`src/include/bytim_pkg.sv`:
```
// package for the byte timer: register map, fields, reset values and prescaler counts
package bytim_pkg;

	// register indexes; the byte address is four times the index
	localparam logic [7:0] IDX_CONTROL_TWO   = 8'h3c;
	localparam logic [7:0] IDX_CONTROL_ONE   = 8'h3d;
	localparam logic [7:0] IDX_TIMER_STATUS  = 8'h3e;
	localparam logic [7:0] IDX_FIRST_CAPTURE = 8'h3f;
	localparam logic [7:0] IDX_FIRST_COMPARE = 8'h40;
	localparam logic [7:0] IDX_COUNT         = 8'h41;
	localparam logic [7:0] IDX_ALT_COUNT     = 8'h42;
	localparam logic [7:0] IDX_SECOND_CAPT   = 8'h43;
	localparam logic [7:0] IDX_SECOND_COMP   = 8'h44;
	localparam int         ADDR_W            = 10;

	// control_one fields
	localparam int C1_CAP_IRQ_EN   = 7;
	localparam int C1_CMP_IRQ_EN   = 6;
	localparam int C1_OVF_IRQ_EN   = 5;
	localparam int C1_FORCE_SECOND = 4;
	localparam int C1_FORCE_FIRST  = 3;
	localparam int C1_SECOND_LEVEL = 2;
	localparam int C1_FIRST_EDGE   = 1;
	localparam int C1_FIRST_LEVEL  = 0;

	// control_two fields
	localparam int C2_FIRST_PIN_EN  = 7;
	localparam int C2_SECOND_PIN_EN = 6;
	localparam int C2_SINGLE_PULSE  = 5;
	localparam int C2_PWM           = 4;
	localparam int C2_CLK_SEL_HI    = 3;
	localparam int C2_CLK_SEL_LO    = 2;
	localparam int C2_SECOND_EDGE   = 1;

	// timer_status fields
	localparam int ST_FIRST_CAP   = 7;
	localparam int ST_FIRST_CMP   = 6;
	localparam int ST_OVERFLOW    = 5;
	localparam int ST_SECOND_CAP  = 4;
	localparam int ST_SECOND_CMP  = 3;
	localparam int ST_FREEZE      = 2;

	// writable masks: reserved bits read as zero
	localparam logic [7:0] CONTROL_TWO_MASK = 8'hfe;
	localparam logic [7:0] STATUS_WR_MASK   = 8'h04;

	// reset values and counter limits
	localparam logic [7:0] CONTROL_RESET = 8'h00;
	localparam logic [7:0] COUNT_RESET   = 8'hfc;
	localparam logic [7:0] COUNT_MAX     = 8'hff;
	localparam logic [7:0] COUNT_WRAP    = 8'h00;

	// prescaler: divide ratios of the counter clock
	localparam int         CPU_DIV_A     = 4;
	localparam int         CPU_DIV_B     = 2;
	localparam int         CPU_DIV_C     = 8;
	localparam int         OSC_DIV       = 8000;
	localparam int         PRE_W         = 13;
	localparam logic [1:0] CLK_SEL_DIV4  = 2'h0;
	localparam logic [1:0] CLK_SEL_DIV2  = 2'h1;
	localparam logic [1:0] CLK_SEL_DIV8  = 2'h2;

	// axi responses
	localparam logic [1:0] RESP_OKAY   = 2'h0;
	localparam logic [1:0] RESP_SLVERR = 2'h2;

	// bus channel state
	typedef enum logic [1:0] {
		BYTIM_IDLE  = 2'b00,
		BYTIM_WRESP = 2'b01,
		BYTIM_RRESP = 2'b10
	} bytim_bus_t;

	typedef struct packed {
		logic [ADDR_W-1:0] awAddr;
		logic              awHeld;
		logic [31:0]       wData;
		logic [3:0]        wStrb;
		logic              wHeld;
		bytim_bus_t        wState;
		logic [1:0]        bResp;
		bytim_bus_t        rState;
		logic [31:0]       rData;
		logic [1:0]        rResp;
		logic [7:0]        controlOne;
		logic [7:0]        controlTwo;
		logic [7:0]        flags;
		logic [7:0]        armed;
		logic              freeze;
		logic [7:0]        firstCapture;
		logic [7:0]        secondCapture;
		logic [7:0]        firstCompare;
		logic [7:0]        secondCompare;
		logic [7:0]        firstCmpLive;
		logic [7:0]        secondCmpLive;
		logic [7:0]        count;
		logic [PRE_W-1:0]  presc;
		logic              firstCapPrev;
		logic              secondCapPrev;
		logic              firstPinLvl;
		logic              secondPinLvl;
	} bytim_state_t;

endpackage : bytim_pkg

```
`src/design/bytim_timer.sv`:
```
// byte capture/compare timer with axi4-lite register slave
//
// Operation
// RULE_01: capture flags raise interrupt when capture enabled
// RULE_02: compare flags raise interrupt when compare enabled
// RULE_03: overflow flag raises interrupt when overflow enabled
// RULE_04: all events merge, gated by global mask
// RULE_05: events wake from wait, never halt
// RULE_06: force second output drives second pin
// RULE_07: force first output drives first pin
// RULE_08: second match puts second level out
// RULE_09: first match copies first level out
// RULE_10: edge bit: zero falling, one rising
// RULE_11: pin enables only route pins out
// RULE_12: single pulse triggered by first capture edge
// RULE_13: pwm: width first compare, period second
// RULE_14: clock select picks four prescale ratios
// RULE_15: first capture flag set, two-step clear
// RULE_16: first compare flag set, two-step clear
// RULE_17: overflow flag on wrap, alternate ignored
// RULE_18: second capture flag set, two-step clear
// RULE_19: second compare flag set, two-step clear
// RULE_20: freeze stops prescaler, counter and outputs
// RULE_21: counter resets fch, write resets it
// RULE_22: captures load live count, undefined reset
// RULE_23: software keeps reserved bits zero
// RULE_24: counter increments per tick, wraps
// RULE_25: pwm second match reloads counter fch
`timescale 1ns/1ps
`default_nettype none
module bytim_timer
	import bytim_pkg::*;
(
	input  wire logic              clk,
	input  wire logic              rstn,
	input  wire logic              clkEn,
	input  wire logic              oscTick,
	input  wire logic              globalMask,
	input  wire logic              haltMode,
	input  wire logic              firstCapturePin,
	input  wire logic              secondCapturePin,
	output logic                   firstComparePin,
	output logic                   firstComparePinOe,
	output logic                   secondComparePin,
	output logic                   secondComparePinOe,
	output logic                   timerIrq,
	output logic                   waitWake,
	input  wire logic [ADDR_W-1:0] s_axi_awaddr,
	input  wire logic              s_axi_awvalid,
	output logic                   s_axi_awready,
	input  wire logic [31:0]       s_axi_wdata,
	input  wire logic [3:0]        s_axi_wstrb,
	input  wire logic              s_axi_wvalid,
	output logic                   s_axi_wready,
	output logic [1:0]             s_axi_bresp,
	output logic                   s_axi_bvalid,
	input  wire logic              s_axi_bready,
	input  wire logic [ADDR_W-1:0] s_axi_araddr,
	input  wire logic              s_axi_arvalid,
	output logic                   s_axi_arready,
	output logic [31:0]            s_axi_rdata,
	output logic [1:0]             s_axi_rresp,
	output logic                   s_axi_rvalid,
	input  wire logic              s_axi_rready
);

	bytim_state_t s_r;
	bytim_state_t s_nxt;
	logic         rstSync1_r;
	logic         rstSync2_r;

	// byte address of a register index
	function automatic logic [ADDR_W-1:0] regAddr(input logic [7:0] idx);
		regAddr = {idx, 2'b00};
	endfunction : regAddr

	// prescale terminal count for a clock select value
	function automatic logic [PRE_W-1:0] divLast(input logic [1:0] sel);
		case (sel)
			CLK_SEL_DIV4: divLast = PRE_W'(CPU_DIV_A - 1);
			CLK_SEL_DIV2: divLast = PRE_W'(CPU_DIV_B - 1);
			CLK_SEL_DIV8: divLast = PRE_W'(CPU_DIV_C - 1);
			default:      divLast = PRE_W'(OSC_DIV - 1);
		endcase
	endfunction : divLast

	// edge detect honouring the edge-select bit
	function automatic logic edgeSeen(input logic rising, input logic prev, input logic cur);
		edgeSeen = rising ? (!prev && cur) : (prev && !cur);
	endfunction : edgeSeen

	// reset release through two flip-flops
	always_ff @(posedge clk or negedge rstn) begin
		if (!rstn) begin
			rstSync1_r <= 1'b0;
			rstSync2_r <= 1'b0;
		end else begin
			rstSync1_r <= 1'b1;
			rstSync2_r <= rstSync1_r;
		end
	end

	// next-state logic
	always_comb begin
		logic              awGo;
		logic              arGo;
		logic              wrNow;
		logic [ADDR_W-1:0] wrA;
		logic [7:0]        wrB;
		logic              rdNow;
		logic [ADDR_W-1:0] rdA;
		logic              mapped;
		logic [7:0]        rdB;
		logic              pwm;
		logic              single;
		logic              tick;
		logic              cap1Edge;
		logic              cap2Edge;
		logic              match1;
		logic              match2;
		logic              wrap;
		logic [7:0]        setF;
		logic [7:0]        clrF;
		logic              cntReset;
		logic              statusRead;
		awGo       = 1'b0;
		arGo       = 1'b0;
		wrNow      = 1'b0;
		wrA        = '0;
		wrB        = '0;
		rdNow      = 1'b0;
		rdA        = '0;
		mapped     = 1'b0;
		rdB        = '0;
		setF       = '0;
		clrF       = '0;
		cntReset   = 1'b0;
		statusRead = 1'b0;
		s_nxt      = s_r;
		pwm        = s_r.controlTwo[C2_PWM];
		single     = s_r.controlTwo[C2_SINGLE_PULSE] && !pwm;

		// write channel capture, address and data in either order
		if (s_axi_awvalid && !s_r.awHeld && s_r.wState == BYTIM_IDLE) begin
			s_nxt.awAddr = s_axi_awaddr;
			s_nxt.awHeld = 1'b1;
		end
		if (s_axi_wvalid && !s_r.wHeld && s_r.wState == BYTIM_IDLE) begin
			s_nxt.wData = s_axi_wdata;
			s_nxt.wStrb = s_axi_wstrb;
			s_nxt.wHeld = 1'b1;
		end
		if (s_r.awHeld && s_r.wHeld && s_r.wState == BYTIM_IDLE) begin
			wrNow        = s_r.wStrb[0];
			wrA          = s_r.awAddr;
			wrB          = s_r.wData[7:0];
			s_nxt.awHeld = 1'b0;
			s_nxt.wHeld  = 1'b0;
			s_nxt.wState = BYTIM_WRESP;
			awGo         = 1'b1;
			case (s_r.awAddr)
				regAddr(IDX_CONTROL_TWO), regAddr(IDX_CONTROL_ONE), regAddr(IDX_TIMER_STATUS),
				regAddr(IDX_FIRST_CAPTURE), regAddr(IDX_FIRST_COMPARE), regAddr(IDX_COUNT),
				regAddr(IDX_ALT_COUNT), regAddr(IDX_SECOND_CAPT), regAddr(IDX_SECOND_COMP):
					s_nxt.bResp = RESP_OKAY;
				default: s_nxt.bResp = RESP_SLVERR;
			endcase
		end
		if (s_r.wState == BYTIM_WRESP && s_axi_bready) begin
			s_nxt.wState = BYTIM_IDLE;
		end

		// read channel
		if (s_axi_arvalid && s_r.rState == BYTIM_IDLE) begin
			arGo         = 1'b1;
			rdNow        = 1'b1;
			rdA          = s_axi_araddr;
			s_nxt.rState = BYTIM_RRESP;
		end
		if (s_r.rState == BYTIM_RRESP && s_axi_rready) begin
			s_nxt.rState = BYTIM_IDLE;
		end
		// read mux; reserved bits read zero
		mapped = 1'b1;
		case (rdA)
			regAddr(IDX_CONTROL_TWO):   rdB = s_r.controlTwo;
			regAddr(IDX_CONTROL_ONE):   rdB = s_r.controlOne;
			regAddr(IDX_TIMER_STATUS):  rdB = {s_r.flags[7:3], s_r.freeze, 2'b00};
			regAddr(IDX_FIRST_CAPTURE): rdB = s_r.firstCapture;
			regAddr(IDX_FIRST_COMPARE): rdB = s_r.firstCompare;
			// RULE_21: both counters read live
			regAddr(IDX_COUNT), regAddr(IDX_ALT_COUNT): rdB = s_r.count;
			regAddr(IDX_SECOND_CAPT):   rdB = s_r.secondCapture;
			regAddr(IDX_SECOND_COMP):   rdB = s_r.secondCompare;
			default: begin
				rdB    = '0;
				mapped = 1'b0;
			end
		endcase
		if (rdNow) begin
			s_nxt.rData = {24'h000000, rdB};
			s_nxt.rResp = mapped ? RESP_OKAY : RESP_SLVERR;
		end

		// register writes; RULE_20 keeps the writable registers writable while frozen
		if (wrNow) begin
			case (wrA)
				regAddr(IDX_CONTROL_ONE): s_nxt.controlOne = wrB;
				// RULE_23 reserved bit forced low regardless of software
				regAddr(IDX_CONTROL_TWO): s_nxt.controlTwo = wrB & CONTROL_TWO_MASK;
				regAddr(IDX_TIMER_STATUS): s_nxt.freeze = wrB[ST_FREEZE];
				regAddr(IDX_FIRST_COMPARE): s_nxt.firstCompare = wrB;
				regAddr(IDX_SECOND_COMP): s_nxt.secondCompare = wrB;
				// RULE_21 write resets counter
				regAddr(IDX_COUNT), regAddr(IDX_ALT_COUNT): cntReset = 1'b1;
				default: ;
			endcase
		end

		// two-step clear: status read arms set flags, next matching access clears
		statusRead = rdNow && rdA == regAddr(IDX_TIMER_STATUS);
		begin
			logic              acc;
			logic [ADDR_W-1:0] accA;
			acc  = rdNow || wrNow;
			accA = rdNow ? rdA : wrA;
			if (acc) begin
				case (accA)
					// RULE_15 first capture access
					regAddr(IDX_FIRST_CAPTURE): clrF[ST_FIRST_CAP] = s_r.armed[ST_FIRST_CAP];
					// RULE_16 first compare access
					regAddr(IDX_FIRST_COMPARE): clrF[ST_FIRST_CMP] = s_r.armed[ST_FIRST_CMP];
					// RULE_17 only the main counter clears overflow
					regAddr(IDX_COUNT): clrF[ST_OVERFLOW] = s_r.armed[ST_OVERFLOW];
					// RULE_18 second capture access
					regAddr(IDX_SECOND_CAPT): clrF[ST_SECOND_CAP] = s_r.armed[ST_SECOND_CAP];
					// RULE_19 second compare access
					regAddr(IDX_SECOND_COMP): clrF[ST_SECOND_CMP] = s_r.armed[ST_SECOND_CMP];
					default: ;
				endcase
			end
		end

		// RULE_14 prescaler terminal count; RULE_20 freeze stops it
		tick = 1'b0;
		if (!s_r.freeze) begin
			if (s_r.controlTwo[C2_CLK_SEL_HI] && s_r.controlTwo[C2_CLK_SEL_LO]) begin
				// oscillator path: count oscillator ticks, not cpu cycles
				if (oscTick) begin
					if (s_r.presc >= divLast(s_r.controlTwo[C2_CLK_SEL_HI:C2_CLK_SEL_LO])) begin
						s_nxt.presc = '0;
						tick        = 1'b1;
					end else begin
						s_nxt.presc = s_r.presc + PRE_W'(1);
					end
				end
			end else if (s_r.presc >= divLast(s_r.controlTwo[C2_CLK_SEL_HI:C2_CLK_SEL_LO])) begin
				s_nxt.presc = '0;
				tick        = 1'b1;
			end else begin
				s_nxt.presc = s_r.presc + PRE_W'(1);
			end
		end

		// RULE_10 edge select per capture pin
		cap1Edge = edgeSeen(s_r.controlOne[C1_FIRST_EDGE], s_r.firstCapPrev, firstCapturePin);
		cap2Edge = edgeSeen(s_r.controlTwo[C2_SECOND_EDGE], s_r.secondCapPrev, secondCapturePin);
		s_nxt.firstCapPrev  = firstCapturePin;
		s_nxt.secondCapPrev = secondCapturePin;

		// compares judged once per counter tick; RULE_11 independent of pin enables
		match1 = tick && s_r.count == (pwm ? s_r.firstCmpLive : s_r.firstCompare);
		match2 = tick && s_r.count == (pwm ? s_r.secondCmpLive : s_r.secondCompare);
		wrap   = tick && s_r.count == COUNT_MAX;

		// RULE_24 counter advances per tick and wraps
		if (tick) begin
			s_nxt.count = s_r.count + 8'h01;
		end
		// RULE_25 pwm period end reloads count; buffered compares take new values here
		if (pwm && match2) begin
			s_nxt.count         = COUNT_RESET;
			s_nxt.firstCmpLive  = s_r.firstCompare;
			s_nxt.secondCmpLive = s_r.secondCompare;
		end
		if (!pwm) begin
			s_nxt.firstCmpLive  = s_r.firstCompare;
			s_nxt.secondCmpLive = s_r.secondCompare;
		end
		// RULE_12 single pulse start on first capture edge
		if (single && cap1Edge) begin
			s_nxt.count       = COUNT_RESET;
			s_nxt.firstPinLvl = s_r.controlOne[C1_SECOND_LEVEL];
		end
		if (cntReset) begin
			s_nxt.count = COUNT_RESET;
		end

		// RULE_22 capture registers load live count
		if (cap1Edge && !pwm && !single) begin
			s_nxt.firstCapture = s_r.count;
		end
		if (cap2Edge) begin
			s_nxt.secondCapture = s_r.count;
		end

		// flag sources; compare flags withheld in pwm, first compare withheld in single pulse
		// RULE_15 first capture or pwm period end
		setF[ST_FIRST_CAP]  = (cap1Edge && !pwm) || (pwm && match2);
		// RULE_16 first compare match
		setF[ST_FIRST_CMP]  = match1 && !pwm && !single;
		// RULE_17 wrap from max to zero
		setF[ST_OVERFLOW]   = wrap && !(pwm && match2);
		// RULE_18 second capture edge
		setF[ST_SECOND_CAP] = cap2Edge;
		// RULE_19 second compare match
		setF[ST_SECOND_CMP] = match2 && !pwm;
		// hardware set wins over a clear in the same cycle
		s_nxt.flags = ((s_r.flags & ~clrF) | setF) & 8'hf8;
		if (statusRead) begin
			s_nxt.armed = s_r.flags & 8'hf8;
		end else begin
			s_nxt.armed = s_r.armed & ~clrF;
		end

		// output levels
		if (pwm) begin
			// RULE_13 pwm: first level at width, second level at period
			if (match1) begin
				s_nxt.firstPinLvl = s_r.controlOne[C1_FIRST_LEVEL];
			end
			// RULE_08 second level routed to first pin
			if (match2) begin
				s_nxt.firstPinLvl = s_r.controlOne[C1_SECOND_LEVEL];
			end
		end else if (single) begin
			// RULE_12 pulse ends at first compare value
			if (match1) begin
				s_nxt.firstPinLvl = s_r.controlOne[C1_FIRST_LEVEL];
			end
		end else begin
			// RULE_09 first match copies level
			if (match1) begin
				s_nxt.firstPinLvl = s_r.controlOne[C1_FIRST_LEVEL];
			end
			// RULE_08 second match copies level
			if (match2) begin
				s_nxt.secondPinLvl = s_r.controlOne[C1_SECOND_LEVEL];
			end
		end
		// RULE_07 forced first level
		if (s_r.controlOne[C1_FORCE_FIRST]) begin
			s_nxt.firstPinLvl = s_r.controlOne[C1_FIRST_LEVEL];
		end
		// RULE_06 forced second level
		if (s_r.controlOne[C1_FORCE_SECOND]) begin
			s_nxt.secondPinLvl = s_r.controlOne[C1_SECOND_LEVEL];
		end

		// bus handshakes are combinational
		s_axi_awready = awGo;
		s_axi_wready  = awGo;
		s_axi_arready = arGo;
	end

	// state register, frozen while clock enable is low
	always_ff @(posedge clk or negedge rstSync2_r) begin
		if (!rstSync2_r) begin
			s_r            <= '0;
			s_r.controlOne <= CONTROL_RESET;
			s_r.controlTwo <= CONTROL_RESET;
			s_r.count      <= COUNT_RESET;
		end else if (clkEn) begin
			s_r <= s_nxt;
		end
	end

	// RULE_11 enables only hand pins over; RULE_20 freeze disables outputs
	assign firstComparePin    = s_r.firstPinLvl;
	assign secondComparePin   = s_r.secondPinLvl;
	assign firstComparePinOe  = !(s_r.controlTwo[C2_FIRST_PIN_EN] && !s_r.freeze);
	assign secondComparePinOe = !(s_r.controlTwo[C2_SECOND_PIN_EN] && !s_r.freeze);

	// RULE_01 RULE_02 RULE_03 RULE_04 merged request gated by global mask
	logic irqReq;
	assign irqReq = (s_r.controlOne[C1_CAP_IRQ_EN] && (s_r.flags[ST_FIRST_CAP] || s_r.flags[ST_SECOND_CAP]))
		|| (s_r.controlOne[C1_CMP_IRQ_EN] && (s_r.flags[ST_FIRST_CMP] || s_r.flags[ST_SECOND_CMP]))
		|| (s_r.controlOne[C1_OVF_IRQ_EN] && s_r.flags[ST_OVERFLOW]);
	assign timerIrq = irqReq && !globalMask;
	// RULE_05 wake from wait only, never from halt
	assign waitWake = irqReq && !haltMode;

	// axi answers from registered state
	assign s_axi_bvalid = s_r.wState == BYTIM_WRESP;
	assign s_axi_bresp  = s_r.bResp;
	assign s_axi_rvalid = s_r.rState == BYTIM_RRESP;
	assign s_axi_rdata  = s_r.rData;
	assign s_axi_rresp  = s_r.rResp;

endmodule : bytim_timer
`default_nettype wire

```
`config.mk`:
```
export PLATFORM = sky130hd
export DESIGN_NAME = bytim_timer
export DESIGN_NICKNAME = d
export VERILOG_FILES = /design/src/include/bytim_pkg.sv /design/src/design/bytim_timer.sv
export SDC_FILE = /design/constraint.sdc
export NUM_CORES = 1
export LEC_CHECK = 0
export ABC_AREA = 1
export BUFFER_PORTS_ARGS = -buffer_cell sky130_fd_sc_hd__clkbuf_2
export CORE_MARGIN = 3
export CORE_UTILIZATION = 58
export DETAILED_ROUTE_END_ITERATION = 16
export PLACE_DENSITY = 0.87
export SLEW_MARGIN = 0
export SYNTH_ARGS = -nofsm -noshare
export SYNTH_HDL_FRONTEND = slang
export SYNTH_SLANG_ARGS = --single-unit
```
`constraint.sdc`:
```
create_clock -name clk -period 5.5 [get_ports clk]
set_input_delay 0.55 -clock clk [delete_from_list [all_inputs] [get_ports clk]]
set_output_delay 0.55 -clock clk [all_outputs]
set_load 0.1 [all_outputs]
```
* Word level (Yosys, flattened, before mapping)
Index checks and enable logic that the tools add are counted.
Operators by class: add/sub/neg operators 2, $lt $le $gt $ge 2, equal/unequal tests 41, multiplexer cells 60, bitwise logic cells 5, reduce and logical (&&, ||, !) cells 86
Operators by type and width (number):
- $eq A10 B9 Y1 const B | 18
- $eq A10 B8 Y1 const B | 12
- $mux W13 | 9
- $pmux W8 S8 | 1
- $mux W8 | 7
- $pmux W13 S3 | 1
- $logic_and A1 B1 Y1 | 34
- $mux W1 | 30
- $mux W10 | 3
- $ge A13 B13 Y1 | 2
- $mux W24 | 1
- $reduce_and A2 Y1 | 12
- $reduce_and A3 Y1 | 6
- $reduce_or A9 Y1 | 2
- $and A8 B8 Y8 | 2
- $eq A8 B8 Y1 | 2
- $mux W16 | 1
- $logic_not A1 Y1 | 14
- $add A13 B1 Y13 const B | 1
- $mux W2 | 5
- $mux W5 | 2
- $reduce_bool A2 Y1 | 5
- $add A8 B1 Y8 const B | 1
- $eq A8 B8 Y1 const B | 1
- 12 further kinds | 24
Word-level totals: bits in registers 141, input port bits 69, output and inout port bits 47, word-level logic and storage cells 225

* Longest topological paths before layout
word-level depth 15, depth in mapped cells 18, gate-level depth less buffers 17

* Worst setup path after synthesis
Ideal clock, no wire load.
path kind reg2reg, start point reg s_r[141] in the netlist's numbering, end point reg s_r, in the netlist s_axi_rresp[1], setup time 0.119 ns, data arrival time 2.512 ns, data required time 5.381 ns, setup slack 2.869 ns, stages on the path, launching flop included 10, path buffers 0, clock period less this slack 2.631 ns, path through dfrtp_1 nor2_4 nand3_1 nor4_2 nand2_1 nand2_1 nor2_1 nand2_1 nand2_1 o21a_1
On the way: elaborated cells on any way between the ends 17, classes of those cells eq/ne: 9; mux: 4; reduce/logical: 4
RTL lines:
- start, declared | line bytim_timer.sv:67 | bytim_state_t s_r;
- start signal, assigned | line bytim_timer.sv:374 | s_r <= s_nxt;
- $logic_not A2 Y1 | line bytim_timer.sv:174 | if (s_axi_arvalid && s_r.rState == BYTIM_IDLE) begin
- $logic_and A1 B1 Y1 | line bytim_timer.sv:174
- $mux W1
- net s_axi_arready | line bytim_timer.sv:60 | output logic s_axi_arready,
- $reduce_and A2 Y1 (no line)
The timed path passes the listed nets, and every way through them passes these cells. A chain may end at the register's enable or synchronous reset.

* Final worst setup path
start point reg s_r[93] in the netlist's numbering, end point reg s_r[29] in the netlist's numbering
On the way: longest elaborated chain between the ends 14, elaborated cells on any way between the ends 21, classes of those cells order compare: 2; eq/ne: 3; mux: 11; reduce/logical: 5
RTL lines:
- $eq A2 B2 Y1 (tied with other cells) | line bytim_timer.sv:79 | case (sel)
- $pmux W13 S3 | line bytim_timer.sv:79
- $mux W13 | line bytim_timer.sv:249 | if (oscTick) begin
- $mux W13 | line bytim_timer.sv:247 | if (s_r.controlTwo[C2_CLK_SEL_HI] && s_r.controlTwo[C2_CLK_SEL_LO]) begin
- $mux W13 | line bytim_timer.sv:246 | if (!s_r.freeze) begin
- $ge A13 B13 Y1 | line bytim_timer.sv:250 | if (s_r.presc >= divLast(s_r.controlTwo[C2_CLK_SEL_HI:C2_CLK_SEL_LO])) begin
- $mux W1 | line bytim_timer.sv:250
- $mux W1 | line bytim_timer.sv:249
- $mux W1 (*) | line bytim_timer.sv:247
- $mux W1 (*) | line bytim_timer.sv:246
- $logic_and A1 B1 Y1 (*) | line bytim_timer.sv:273 | match2 = tick && s_r.count == (pwm ? s_r.secondCmpLive : s_r.secondCompare);
- $logic_and A1 B1 Y1 (*) | line bytim_timer.sv:281 | if (pwm && match2) begin
- $ne A2 B1 Y1 (no line) (*)
- $reduce_and A2 Y1 (no line) (*)
Every way passes the cells marked *; elsewhere a longest branch is shown, timed or not. The select of a mux whose other input is x is not followed.

==> run metrics <==
cts bufs inserted 17; DR pass1 iterations 7; core footprint approximately 13000 um2; Setup Skew approximately 7.9 ps; share of post-route cells with drive strength above 1 between 10% and 20%; CP endpoint kind flip-flop; RSZ-0062 raised after global routing false; period utilization about two thirds; Synth warnings 0; Max transition margin 21.1%; dpl cell area 7980 um2; number of max-cap violations 0; I/O pin count around 120; fin. max-slew vios 0; antenna-violating nets left 0; Detailed Place HPWL ~14 mm; Syn Inst Count roughly 1100; Die Wd 122 um; worst-skew pair later-pin latency between 400 and 500 ps; # rows 41; Total Wirelength just under 20 mm; ant diodes 0; post-route design area approximately 8600 um2; placer's final routability congestion estimate between 0.9 and 1; Hold Vio Cnt, Final 0; fin crit period around 3600 ps; Reg clk slew, reported paths roughly 60 ps; largest net degree at the start of global routing a little under 70; Reg2Reg Launch Point s_r[93]; gr usage total approximately 28%; Finish-stage setup viols 0; most common cell after layout, fill and taps aside nand2_1; Starting DRT DRC Count 773; H-tree depth 4; worst vdd ir between 300 and 400 uV; sequential fraction of the synthesis area 43.4%; most frequent cells in the layout nand2_1 (347), dfrtp_1 (127), inv_1 (119); WHS approximately 320 ps; DR vias about 7000; residual DRC count 0; DR WL/cell 15.0 um; Setup TNS Final 0 ps; pwr dens between 400 and 500 nW/um2; footprint of the multi-input gates between 3000 and 4000 um2; initial antenna violation count 0; required time of the critical path 5740 ps; fillers ~1100; die area about 15000 um2; Syn-to-layout area delta 10.8%; clk sinks about 130; Worst Setup SP s_r[93]; Avg Inst Size Synth about 7.3 um2; vias in the first global route approximately 6700; min-delay src s_axi_awaddr[0]; final core occ 67.0%; postcts setup bufs 0; die height roughly 120 um; # port buffers between 60 and 70; CP max FO 32; vias per cell ~5.5; Crit Path Category flip-flop to flip-flop; Worst Tran Pin Value between 1000 and 1500 ps; layout net count between 1000 and 1500; CTS tree yes; CP arrival 3840 ps; Max Root-Sink Buffers 2; number of synthesized register bits ~130; Register Area about 3400 um2; first-pass GRT wire length 32.4 mm; Leak approximately 0.0044 uW; R2R Setup Slk approximately 1900 ps; total gr overflow 0; Synth cell types 45; CP startpoint kind flip-flop; fmax approximately 280 MHz; effective utilization at floorplan between 60% and 70%; # resized after CTS 0; root buffer cell clkbuf_16; outcome complete, no violations; synthesized cell area 7750 um2; type of the most critical hold path primary input to flip-flop
cell families (layout without fill, tap and decap cells):
logic type	after synthesis	count (layout)	synth area share, %
and+or+nand+nor	548	548	30.3
muxes	1	1	0.145
adders and majority gates	12	12	1.94
xor gates and xnor gates	11	11	1.24
other	2	27	0.0969
DFF	134	134	43.4
AOI/OAI and AO/OA	168	168	11.5
buffers and inverters	187	222	11.4
metal layers:
layer | track usage [%] | up-vias | share of wire, %
met5 | 0 | - | 0
met4 | 10.9 | 0 | 2.7
met3 | 7.34 | 50 | 9.4
met2 | 43.8 | 349 | 46
met1 | 37.0 | 3279 | 42
li1 | - | 3439 | -
state kept, by name (all words and copies together) (netlist names):
signal            count
rstSync2_r            1
secondComparePin      1
s_r                 120
s_axi_rdata           8
firstComparePin       1
s_axi_bresp           1
s_axi_rresp           1
rstSync1_r            1
worst max-delay path, cell delays in order (launching register included):
cell     delay [ps]
dfrtp_1         450
nand2_1         270
ha_1            390
nand2_1          70
nor2_1          130
inv_1            50
nor2_1           90
nand2_1          80
nand2_1         120
nand2_1         140
nor2_1          780
a21oi_2         530
nand2_1         180
o21ai_0         120
power breakdown:
group | internal, uW | switching (uW) | leakage [uW]
Combinational | 287 | 804 | 0.00234
Clock | 718 | 444 | 0.000289
Sequential | 1190 | 183 | 0.00174
cell type report:
class                      count  share of cell area (%)
inverter                     125                    5.49
multi-input combinational    767                    41.9
tap                          172                    2.50
timing repair buffer          65                    3.90
clock inverter                13                    2.00
clock buffer                  19                    5.04
sequential                   134                    39.2
repair_timing:
action                                  in CTS  in global routing
endpoints found under the setup margin       0                  0
endpoints found under the hold margin        2                  0
hold buffers                                 1                  0
synthesized netlist by cell type (all sizes together):
cell	number	area, um2
ha	12	150
nor2	81	332
clkbuf	13	48.8
a211oi	3	22.5
nor3b	1	7.51
conb	2	7.51
o211ai	2	15.0
nand3b	4	30.0
nor4	7	56.3
nor3	21	131
mux2	1	11.3
clkinv	1	3.75
o21a	1	7.51
a21oi	25	129
inv	124	468
o41ai	1	8.76
nand3	64	340
nand4	15	93.8
buf	49	363
xor2	10	87.6
a31oi	4	25.0
dfstp	6	158
dfrtp	128	3200
nand2	354	1350
o21ai	125	641
a21o	1	7.51
o22ai	6	37.5
xnor2	1	8.76
or2	1	6.26
metrics by stage:
step | cells | setup WS (ps) | total power [uW]
CTS | 1295 | 1990 | 3610
global route | 1295 | 1590 | 3820
detailed placement | 1262 | 2070 | 2450
global placement | 1262 | 2200 | 2410
finish | 1295 | 1910 | 3620
floorplan | 1088 | 1500 | 2230
path summary, 6_finish.rpt:
kind | to | cells past startpoint
max | s_r[29] | 13
min | s_r[184] | 3
max reg2reg | s_r[29] | 13
min reg2reg | rstSync2_r | 0
max in group asynchronous | s_r[89] | 1
min in group asynchronous | s_r[46] | 0
No activity file was read; power rests on OpenSTA's default activity.
